`src/shared/rpg_consts.svh`:
```
// constants of the readout protection gate
`ifndef RPG_CONSTS_SVH
`define RPG_CONSTS_SVH

// protection word location and patterns
`define RPG_WORD_OFFSET 32'h0000_02FC
`define RPG_PAT_PINBLK 32'h4E69_7370
`define RPG_PAT_L1 32'h1234_5678
`define RPG_PAT_L2 32'h8765_4321
`define RPG_PAT_L3 32'h4321_8765

// address limits
`define RPG_RAM_LIMIT 32'h2000_0300
`define RPG_SECTOR0_END 32'h0000_7FFF
`define RPG_WORK_LO 32'h2000_FFE0
`define RPG_WORK_HI 32'h2000_FFFF
`define RPG_STACK_BYTES 32'h0000_0080
`define RPG_LAST_SECTOR 4'h7

// framing characters and answer codes
`define RPG_CHAR_CR 8'h0D
`define RPG_CHAR_LF 8'h0A
`define RPG_CODE_OK 8'h00
`define RPG_CODE_REFUSE 8'hFF

`endif

```
`src/shared/rpg_pkg.sv`:
```
// types of the readout protection gate
package rpg_pkg;

   typedef enum logic [4:0] {
      RPG_MODE_NONE = 5'h01,
      RPG_MODE_L1 = 5'h02,
      RPG_MODE_L2 = 5'h04,
      RPG_MODE_L3 = 5'h08,
      RPG_MODE_PINBLK = 5'h10
   } rpg_mode_e;

   typedef enum logic [2:0] {
      RPG_OP_READ = 3'h0,
      RPG_OP_WRITE_RAM = 3'h1,
      RPG_OP_GO = 3'h2,
      RPG_OP_COPY = 3'h3,
      RPG_OP_COMPARE = 3'h4,
      RPG_OP_ERASE = 3'h5,
      RPG_OP_OTHER = 3'h6
   } rpg_op_e;

   typedef enum logic [1:0] {
      RPG_BOOT_FETCH = 2'h1,
      RPG_BOOT_RUN = 2'h2
   } rpg_boot_e;

   typedef enum logic [2:0] {
      RPG_TX_DATA = 3'h1,
      RPG_TX_CR = 3'h2,
      RPG_TX_LF = 3'h4
   } rpg_tx_e;

   typedef struct packed {
      rpg_op_e op;
      logic [31:0] addr;
      logic [3:0] start_sec;
      logic [3:0] end_sec;
      logic app_src;
   } rpg_cmd_s;

   typedef struct packed {
      logic valid;
      logic allow;
      logic [7:0] code;
   } rpg_verdict_s;

   typedef struct packed {
      logic valid;
      logic eol;
      logic [7:0] data;
   } rpg_char_s;

   typedef struct packed {
      logic [7:0] data;
      logic last;
      logic bin;
   } rpg_resp_s;

   typedef struct packed {
      rpg_boot_e boot;
      rpg_mode_e mode;
      logic debug_en;
      logic pin_en;
      rpg_verdict_s verdict;
      logic flash_rd_en;
      logic irq_en;
      logic app_fault;
      logic in_line;
      rpg_char_s line;
      rpg_tx_e tx;
      logic tx_valid;
      logic [7:0] tx_data;
      logic resp_ready;
   } rpg_state_s;

endpackage

```
`src/core/rpg_gate.sv`:
```
// readout protection gate: mode capture, loader command gate and line framing
//
// Summary of operation
// - pin-block word stops entry pin sampling
// - level one: no debug, RAM write floor
// - level one: no copy to sector 0
// - level one: read and compare refused
// - level two: no debug, most commands refused
// - level two: only full erase and RPG_OP_OTHER accepted
// - level three: no debug, pin ignored if code
// - pin-block mode like three but pin ignored even without code, debug kept
// - refused commands answer the refusal code
// - no flash reads during erase or write
// - app programming owns top 32 SRAM bytes
// - app programming uses 128 stack bytes down
// - app programming never masks interrupts
// - surplus CR and LF between commands discarded
// - text responses end with CR then LF
// - payload bytes travel raw, not text
// - new word applies only after power cycle
// - app programming commands unrestricted once the mode is captured
`include "rpg_consts.svh"

module rpg_gate import rpg_pkg::*; #(
   parameter logic [3:0] LAST_SECTOR = `RPG_LAST_SECTOR,
   parameter logic [7:0] REFUSE_CODE = `RPG_CODE_REFUSE
) (
   input wire logic clk_i,
   input wire logic arst_n_i,
   input wire logic warm_rst_i,
   output logic word_rd_req_o,
   output logic [31:0] word_rd_addr_o,
   input wire logic word_rd_ack_i,
   input wire logic [31:0] word_rd_data_i,
   input wire logic user_code_valid_i,
   output logic debug_en_o,
   output logic entry_pin_sample_en_o,
   output rpg_mode_e mode_o,
   input wire logic cmd_valid_i,
   input wire rpg_cmd_s cmd_i,
   output rpg_verdict_s verdict_o,
   input wire logic flash_busy_i,
   output logic flash_rd_en_o,
   input wire logic irq_en_i,
   output logic irq_en_o,
   input wire logic app_acc_valid_i,
   input wire logic [31:0] app_acc_addr_i,
   input wire logic [31:0] app_sp_i,
   output logic app_fault_o,
   input wire logic rx_valid_i,
   input wire logic [7:0] rx_data_i,
   input wire logic rx_binary_i,
   output rpg_char_s line_o,
   input wire logic resp_valid_i,
   input wire rpg_resp_s resp_i,
   output logic resp_ready_o,
   output logic tx_valid_o,
   output logic [7:0] tx_data_o,
   input wire logic tx_ready_i
);

   ////////////////////////////////////////////////////////////////////////////
   // state

   localparam rpg_state_s STATE_RST = '{
      boot: RPG_BOOT_FETCH,
      mode: RPG_MODE_NONE,
      debug_en: 1'b0,
      pin_en: 1'b0,
      verdict: '{valid: 1'b0, allow: 1'b0, code: `RPG_CODE_OK},
      flash_rd_en: 1'b0,
      irq_en: 1'b0,
      app_fault: 1'b0,
      in_line: 1'b0,
      line: '{valid: 1'b0, eol: 1'b0, data: 8'h00},
      tx: RPG_TX_DATA,
      tx_valid: 1'b0,
      tx_data: 8'h00,
      resp_ready: 1'b0
   };

   rpg_state_s s_r;
   rpg_state_s s_nxt;
   rpg_mode_e word_mode;
   logic run;
   logic refuse;
   logic all_sectors;
   logic is_eol_char;
   logic in_work;
   logic in_stack;
   logic [31:0] stack_floor;
   logic tx_take;
   logic slot_free;

   rpg_mode_decode u_decode (
      .prot_word_i(word_rd_data_i),
      .mode_o(word_mode)
   );

   assign run = (s_r.boot == RPG_BOOT_RUN);
   assign all_sectors = (cmd_i.start_sec == 4'h0) && (cmd_i.end_sec == LAST_SECTOR);
   assign is_eol_char = (rx_data_i == `RPG_CHAR_CR) || (rx_data_i == `RPG_CHAR_LF);
   assign stack_floor = app_sp_i - `RPG_STACK_BYTES;
   assign in_work = (app_acc_addr_i >= `RPG_WORK_LO) && (app_acc_addr_i <= `RPG_WORK_HI);
   assign in_stack = (app_acc_addr_i < app_sp_i) && (app_acc_addr_i >= stack_floor);
   assign tx_take = s_r.tx_valid && tx_ready_i;
   assign slot_free = !s_r.tx_valid || tx_take;

   ////////////////////////////////////////////////////////////////////////////
   // command gate

   always_comb begin
      refuse = 1'b0;
      if (!run) begin
         // mode unknown until the word is in: stay closed
         refuse = 1'b1;
      end else if (!cmd_i.app_src) begin
         case (s_r.mode)
            RPG_MODE_L1: begin
               case (cmd_i.op)
                  RPG_OP_READ: refuse = 1'b1;
                  RPG_OP_COMPARE: refuse = 1'b1;
                  RPG_OP_WRITE_RAM: refuse = (cmd_i.addr < `RPG_RAM_LIMIT);
                  RPG_OP_COPY: refuse = (cmd_i.addr <= `RPG_SECTOR0_END);
                  RPG_OP_ERASE: refuse = (cmd_i.start_sec == 4'h0) && !all_sectors;
                  default: refuse = 1'b0;
               endcase
            end
            RPG_MODE_L2: begin
               case (cmd_i.op)
                  RPG_OP_READ: refuse = 1'b1;
                  RPG_OP_WRITE_RAM: refuse = 1'b1;
                  RPG_OP_GO: refuse = 1'b1;
                  RPG_OP_COPY: refuse = 1'b1;
                  RPG_OP_COMPARE: refuse = 1'b1;
                  RPG_OP_ERASE: refuse = !all_sectors;
                  default: refuse = 1'b0;
               endcase
            end
            default: refuse = 1'b0;
         endcase
      end
   end

   ////////////////////////////////////////////////////////////////////////////
   // next state

   always_comb begin
      s_nxt = s_r;

      // word is taken once per power-on; warm reset keeps it
      case (s_r.boot)
         RPG_BOOT_FETCH: begin
            if (word_rd_ack_i) begin
               s_nxt.mode = word_mode;
               s_nxt.boot = RPG_BOOT_RUN;
            end
         end
         RPG_BOOT_RUN: s_nxt.boot = RPG_BOOT_RUN;
         default: s_nxt.boot = RPG_BOOT_FETCH;
      endcase

      s_nxt.debug_en = run && (s_r.mode != RPG_MODE_L1) && (s_r.mode != RPG_MODE_L2)
         && (s_r.mode != RPG_MODE_L3);
      s_nxt.pin_en = run && (s_r.mode != RPG_MODE_PINBLK)
         && !((s_r.mode == RPG_MODE_L3) && user_code_valid_i);

      s_nxt.verdict.valid = cmd_valid_i && !warm_rst_i;
      s_nxt.verdict.allow = cmd_valid_i && !refuse;
      s_nxt.verdict.code = (cmd_valid_i && refuse) ? REFUSE_CODE : `RPG_CODE_OK;

      s_nxt.flash_rd_en = !flash_busy_i;
      // the gate passes the interrupt enable through and never drops it
      s_nxt.irq_en = irq_en_i;
      s_nxt.app_fault = app_acc_valid_i && !in_work && !in_stack;

      // receive side: command text and raw payload
      s_nxt.line.valid = 1'b0;
      s_nxt.line.eol = 1'b0;
      if (rx_valid_i) begin
         if (rx_binary_i) begin
            s_nxt.line.valid = 1'b1;
            s_nxt.line.data = rx_data_i;
         end else if (is_eol_char) begin
            // first CR or LF closes the line, the rest fall away
            s_nxt.line.eol = s_r.in_line;
            s_nxt.in_line = 1'b0;
         end else begin
            s_nxt.line.valid = 1'b1;
            s_nxt.line.data = rx_data_i;
            s_nxt.in_line = 1'b1;
         end
      end

      // transmit side: one byte slot, CR LF appended after text
      if (tx_take) begin
         s_nxt.tx_valid = 1'b0;
      end
      case (s_r.tx)
         RPG_TX_DATA: begin
            if (s_r.resp_ready && resp_valid_i) begin
               s_nxt.tx_valid = 1'b1;
               s_nxt.tx_data = resp_i.data;
               if (resp_i.last && !resp_i.bin) begin
                  s_nxt.tx = RPG_TX_CR;
               end
            end
         end
         RPG_TX_CR: begin
            if (slot_free) begin
               s_nxt.tx_valid = 1'b1;
               s_nxt.tx_data = `RPG_CHAR_CR;
               s_nxt.tx = RPG_TX_LF;
            end
         end
         RPG_TX_LF: begin
            if (slot_free) begin
               s_nxt.tx_valid = 1'b1;
               s_nxt.tx_data = `RPG_CHAR_LF;
               s_nxt.tx = RPG_TX_DATA;
            end
         end
         default: s_nxt.tx = RPG_TX_DATA;
      endcase
      // half rate on text, but the slot is always empty when a byte lands
      s_nxt.resp_ready = (s_nxt.tx == RPG_TX_DATA) && !s_nxt.tx_valid;

      if (warm_rst_i) begin
         s_nxt.in_line = 1'b0;
         s_nxt.line = '0;
         s_nxt.tx = RPG_TX_DATA;
         s_nxt.tx_valid = 1'b0;
         s_nxt.resp_ready = 1'b0;
         s_nxt.verdict = '0;
      end
   end

   always_ff @(posedge clk_i or negedge arst_n_i) begin
      if (!arst_n_i) begin
         s_r <= STATE_RST;
      end else begin
         s_r <= s_nxt;
      end
   end

   ////////////////////////////////////////////////////////////////////////////
   // outputs

   assign word_rd_req_o = s_r.boot[0]; // one-hot: bit 0 is the fetch state
   assign word_rd_addr_o = `RPG_WORD_OFFSET;
   assign debug_en_o = s_r.debug_en;
   assign entry_pin_sample_en_o = s_r.pin_en;
   assign mode_o = s_r.mode;
   assign verdict_o = s_r.verdict;
   assign flash_rd_en_o = s_r.flash_rd_en;
   assign irq_en_o = s_r.irq_en;
   assign app_fault_o = s_r.app_fault;
   assign line_o = s_r.line;
   assign resp_ready_o = s_r.resp_ready;
   assign tx_valid_o = s_r.tx_valid;
   assign tx_data_o = s_r.tx_data;

   logic host_cmd;
   assign host_cmd = cmd_valid_i && !cmd_i.app_src && !warm_rst_i && run;
endmodule // rpg_gate

```
`src/core/rpg_mode_decode.sv`:
```
// decodes the stored protection word into a protection mode
`include "rpg_consts.svh"

module rpg_mode_decode import rpg_pkg::*; (
   input wire logic [31:0] prot_word_i,
   output rpg_mode_e mode_o
);

   always_comb begin
      case (prot_word_i)
         `RPG_PAT_PINBLK: mode_o = RPG_MODE_PINBLK;
         `RPG_PAT_L1: mode_o = RPG_MODE_L1;
         `RPG_PAT_L2: mode_o = RPG_MODE_L2;
         `RPG_PAT_L3: mode_o = RPG_MODE_L3;
         // any other pattern leaves the part open
         default: mode_o = RPG_MODE_NONE;
      endcase
   end

endmodule // rpg_mode_decode

```
`config.mk`:
```
export PLATFORM = sky130hd
export DESIGN_NAME = rpg_gate
export DESIGN_NICKNAME = d
export VERILOG_FILES = /design/src/shared/rpg_pkg.sv /design/src/core/rpg_gate.sv /design/src/core/rpg_mode_decode.sv
export VERILOG_INCLUDE_DIRS = /design/src /design/src/shared
export SDC_FILE = /design/constraint.sdc
export NUM_CORES = 1
export LEC_CHECK = 0
export BUFFER_PORTS_ARGS = -buffer_cell sky130_fd_sc_hd__buf_2
export CELL_PAD_IN_SITES_DETAIL_PLACEMENT = 1
export CELL_PAD_IN_SITES_GLOBAL_PLACEMENT = 1
export CORE_ASPECT_RATIO = 0.5
export CORE_MARGIN = 4
export CORE_UTILIZATION = 29
export CTS_BUF_LIST = sky130_fd_sc_hd__clkbuf_4 sky130_fd_sc_hd__clkbuf_8
export DETAILED_ROUTE_END_ITERATION = 12
export GPL_ROUTABILITY_DRIVEN = 0
export PLACE_DENSITY_LB_ADDON = 0.1
export SYNTH_ARGS = -nofsm -noshare
export SYNTH_HDL_FRONTEND = slang
export SYNTH_SLANG_ARGS = --single-unit
```
`constraint.sdc`:
```
create_clock -name clk_i -period 1.5 [get_ports clk_i]
set_input_delay 0.3 -clock clk_i [delete_from_list [all_inputs] [get_ports clk_i]]
set_output_delay 0.3 -clock clk_i [all_outputs]
set_load 0.01 [all_outputs]
```
* Yosys cells after proc, flatten, opt, wreduce, memory -nomap -nowiden *
Index checks and enable logic that the tools add are counted.

storage, ports and cells
  bits in registers = 46
  logic and storage cells = 124

operators by class
  add/subtract/negate cells = 1
  order comparisons = 6
  eq/ne operators = 31
  muxes and demuxes = 27
  reduce and logical (&&, ||, !) cells = 41

operator list
  kind                   number
  $eq 32x31->1 const B   2
  $mux 12                3
  $eq 32x29->1 const B   1
  $eq 32x32->1 const B   1
  $ge 32x30->1 const B   1
  $ge 32x32->1           1
  $le 32x15->1 const B   1
  $le 32x30->1 const B   1
  $lt 32x30->1 const B   1
  $lt 32x32->1           1
  $sub 32x8->32 const B  1
  $pmux 9 s3             1
  $mux 8                 3
  $pmux 5 s4             1
  $logic_and 1x1->1      19
  $eq 8x4->1 const B     2
  $mux 15                1
  $mux 11                1
  $logic_not 1->1        10
  $mux 10                1
  $ne 2x2->1 const B     5
  $eq 3x1->1 const B     3
  $eq 3x2->1 const B     3
  $eq 3x3->1 const B     3
  other kinds (27)       39

* Logic depth before layout (Yosys ltp) *
  depth in word-level cells = 11
  mapped depth = 13
  depth with buffers taken out = 13

* Cells and area by module *
Synthesis repeated with hierarchy kept, for this count alone.

unflattened totals
  cells, all modules = 500
  area total of the unflattened synthesis = 4,344.2 µm²

by module, submodules not included
  module           instances  cells each  area an instance (µm²)
  rpg_gate         1          461         4,096.4
  rpg_mode_decode  1          39          247.7

* Worst setup path before layout *
OpenSTA, ideal clock, no wires.

  path kind = input port to flip-flop
  start = input port app_sp_i[14]
  end = register s_r (netlist bit app_fault_o)
  data arrival time = 2.494 ns
  required time = 1.367 ns
  path slack = -1.127 ns
  cell stages on the path = 12
  path buffers = 0
  path through = or4_4 > nor4_4 > nand2_4 > nor2_4 > nand2_1 > xnor2_1 > ha_1 > nand4_1 > nor3_1 > nand4_1 > o211ai_1 > a31oi_1

RTL lines
  what                  line             source
  from (decl)           rpg_gate.sv:48   input wire logic [31:0] app_sp_i,
  to (signal assigned)  rpg_gate.sv:242  s_r <= s_nxt;
  to (decl)             rpg_gate.sv:82   rpg_state_s s_r;

==> flow_summary.json <==
{
  "finalWirelength_um": 14300,
  "synth_area_leaders": "dfrtp_1 21%, ha_1 18%, buf_4 12%",
  "irDropWorstVdd_mv": 0.2780,
  "cts.sinks": 39,
  "place.detailed.hpwl_um": 12730,
  "postRouteAntennaNets": 0,
  "fin_crit_ps": 2673,
  "p_int_uw": 2304,
  "gr-total-overflow": 0,
  "path_max_fanout": 6,
  "seqPwrFrac": 0.356,
  "finalWorstSetupSlack_ps": -1173,
  "critical_path_depth": 13,
  "cts.path.max_buffers": 2,
  "grt_max_degree": 26,
  "cellLeakagePower_uw": 0.003293,
  "switching_share": 0.3562,
  "rows": 30,
  "met2_usage": 0.2921,
  "mostFrequentLayoutCells": "203 x buf_2, 119 x buf_4, 60 x ha_1",
  "path_common_cell": "nand4_1",
  "first_pass_iters": 4,
  "drive_gt1_frac": 0.4599,
  "netlist.area_leader.share": 0.2126,
  "synth_enable_flop_cells": 0,
  "ys.flop_type": "dfrtp_1",
  "clock.fmax_ghz": 0.3741,
  "hold_depth": 1,
  "stdcell_count": 977,
  "critical_path.slowest_cell": "or4_4",
  "p_clk_frac": 0.208,
  "busiest_layer": "met2",
  "async_reset_ff_frac": 1.000,
  "synth_top_cell_by_area": "dfrtp_1",
  "die-area_um2": 16730,
  "fin_setup_tns_ps": -1173,
  "cts_htree_levels": 2,
  "final-max-slew-violation-count": 0,
  "crit_buf_inv": 1,
  "rsz0062_at_grt": "yes",
  "grt_util_all_layers": 0.1610,
  "numCtsBuffers": 5,
  "clk-insertion-delay-late_ps": 300,
  "hold_path_class": "in2reg",
  "max-cap-violations": 0,
  "fill_cells": 1779,
  "vias": 4534,
  "final_common_cell": "buf_2",
  "place_inst": 966,
  "cp_cell_sequence": "buf_2 > or4_4 > nor4_4 > nand2_4 > nor2_4 > nand2_1 > xnor2_1 > ha_1 > nand4_1 > nor3_2 > nand4_1 > o211ai_1 > a31oi_1",
  "drt_iter0_drc": 67,
  "start_util": 0.3043,
  "status": "finished with violations",
  "clk_pin_slew_worst_paths_ps": 80,
  "hold_violations": 0,
  "antenna_cells": 0,
  "wl_per_cell_um": 14.64,
  "ys_types": 56,
  "max_slew_margin": 0.6070,
  "max_stage_delay_ps": 580,
  "avgSynthCellArea_um2": 8.649,
  "finalSetupViolCount": 1,
  "drcViolationCount": 0,
  "switchingPower_uw": 1275,
  "finalClockSkew_ps": 4.560,
  "combPwrFrac": 0.435,
  "period_share": 1.782,
  "critPathArrivalTime_ps": 2840,
  "synthCells": 490,
  "pin_count": 244,
  "violations": "setup timing",
  "cts_tree": "built",
  "viasPerCell": 4.641,
  "p_per_area_nw_per_um2": 577.3,
  "antenna_found_initial": 0,
  "pre_cts_ws_ps": -1555,
  "reg2reg_depth": 5,
  "worst_slew_pin_slew_ps": 587.0,
  "use_met1": 0.2042,
  "yosysWarnings": 0,
  "port_buffers": 203,
  "cp_top_family": "simple AND/OR/NAND/NOR gates",
  "synth_seq_cells": 39,
  "start_kind": "input port",
  "met3_usage": 0.02100,
  "path_class": "in2reg",
  "fp.dieW_um": 179.0,
  "crit_required_ps": 1660,
  "cts-root-buf": "clkbuf_8",
  "synthesis.area_um2": 4238,
  "area_growth_pct": 46.27,
  "die_y_um": 93.48,
  "coreArea_um2": 13930,
  "yosysSeqAreaShare": 0.2312,
  "grt_first_pass_wirelength_um": 22310,
  "cp-end-kind": "register",
  "layout.nets": 1015,
  "grt_pass1_vias": 4737
}
-- cells by family (layout without fill, tap and decap cells) --
| family | after synthesis | after routing | share of synthesized area |
|---|---|---|---|
| flip-flops | 39 | 39 | 0.2312 |
| other | 2 | 32 | 0.001772 |
| AO/OA/AOI/OAI | 90 | 90 | 0.1435 |
| buffers and inverters | 109 | 374 | 0.1541 |
| multiplexers | 7 | 7 | 0.01801 |
| XOR/XNOR | 23 | 23 | 0.04753 |
| AND/OR/NAND/NOR | 160 | 160 | 0.2267 |
| adder cells (fa/ha/maj) | 60 | 60 | 0.1771 |
-- power by group through the flow --
stage | Combinational, µW | Clock [µW] | Sequential [µW]
2_1_floorplan | 888 | 0 | 1300
3_3_place_gp | 1520 | 0 | 1290
3_5_place_dp | 1550 | 0 | 1300
4_1_cts | 1570 | 783 | 1280
5_1_grt | 1760 | 835 | 1290
6_report | 1560 | 746 | 1280
-- synth_stat cells (all sizes together) (2+ instances only) --
master,number
nor3,16
o41ai,2
o211ai,2
a221o,5
a31oi,3
ha,60
o21ai,13
nor2,21
nor2b,7
nand3b,3
clkbuf,2
nor4,19
and4,4
a21oi,29
and4b,3
mux2,5
a21o,6
nand3,15
a211oi,6
and3,3
conb,2
nor3b,2
nand2b,5
nand4,17
a211o,2
buf,66
nand4b,3
dfstp,3
nor4bb,4
nor4b,3
inv,41
xnor2,23
nand2,30
or4,3
a22o,12
o21bai,2
dfrtp,36
mux2i,2
-- flip-flops by register name, indices dropped and copies added, names as in the netlist --
| register | flops |
|---|---|
| line_o | 10 |
| tx_data_o | 8 |
| mode_o | 5 |
| s_r | 5 |
| verdict_o | 3 |
| app_fault_o | 1 |
| debug_en_o | 1 |
| entry_pin_sample_en_o | 1 |
| flash_rd_en_o | 1 |
| irq_en_o | 1 |
| resp_ready_o | 1 |
| tx_valid_o | 1 |
| word_rd_req_o | 1 |
-- worst register-to-register path, stage by stage, from the launching register on --
cell and delay, ps:
dfrtp_1 410, nor2_1 130, and4_1 270, buf_4 140
nand3b_1 110, a211o_1 270
-- area by class of cell --
type                    instances  area (µm²)  share of cell area
repair buffers                325        1951              0.3147
clock buffers                   5       68.82             0.01110
inverters                      41       153.9             0.02483
flip-flops and latches         39       979.7              0.1581
well taps                     192       240.2             0.03876
multi-input cells             372        2781              0.4487
clock inverters                 3       23.77            0.003835
-- what timing repair did --
item / CTS / global route
buffers inserted: 0 / 3
pin swaps: 1 / 5
hold buffers: 1 / 0
endpoints found under the hold margin: 14 / 0
endpoints found under the setup margin: 1 / 5
cloned: 0 / 0
gates resized for setup: 3 / 9
-- metal layers --
layer  routed length [µm]  share of wire  vias up
met5                    0              0        -
met4                  135         0.0094        0
met3                  894          0.063       10
met2                 6798           0.48      121
met1                 6476           0.45     2114
li1                     -              -     2289
-- through the flow --
| stage | util | total power [µW] | hold slack, ps | instance area, µm² |
|---|---|---|---|---|
| 3_5_place_dp | 0.4323 | 2856 | 234.6 | 6020 |
| 3_3_place_gp | 0.4323 | 2814 | 240.8 | 6020 |
| 2_1_floorplan | - | 2189 | 4.409 | 4357 |
| 5_1_grt | 0.4451 | 3883 | 90.64 | 6198 |
| 4_1_cts | 0.4406 | 3635 | 90.91 | 6136 |
| 6_report | 0.4451 | 3578 | 107.8 | 6198 |
-- final timing paths --
kind / slack [ps] / from / end
max in group asynchronous: 510 / arst_n_i / word_rd_req_o
min in group asynchronous: 450 / arst_n_i / verdict_o[6]
hold reg to reg: 490 / tx_data_o[1] / tx_data_o[1]
hold / removal: 110 / irq_en_i / irq_en_o
setup / recovery: -1170 / app_sp_i[14] / app_fault_o
setup reg to reg: 100 / s_r[11] / s_r[10]
(Power assumes the default switching activity.)
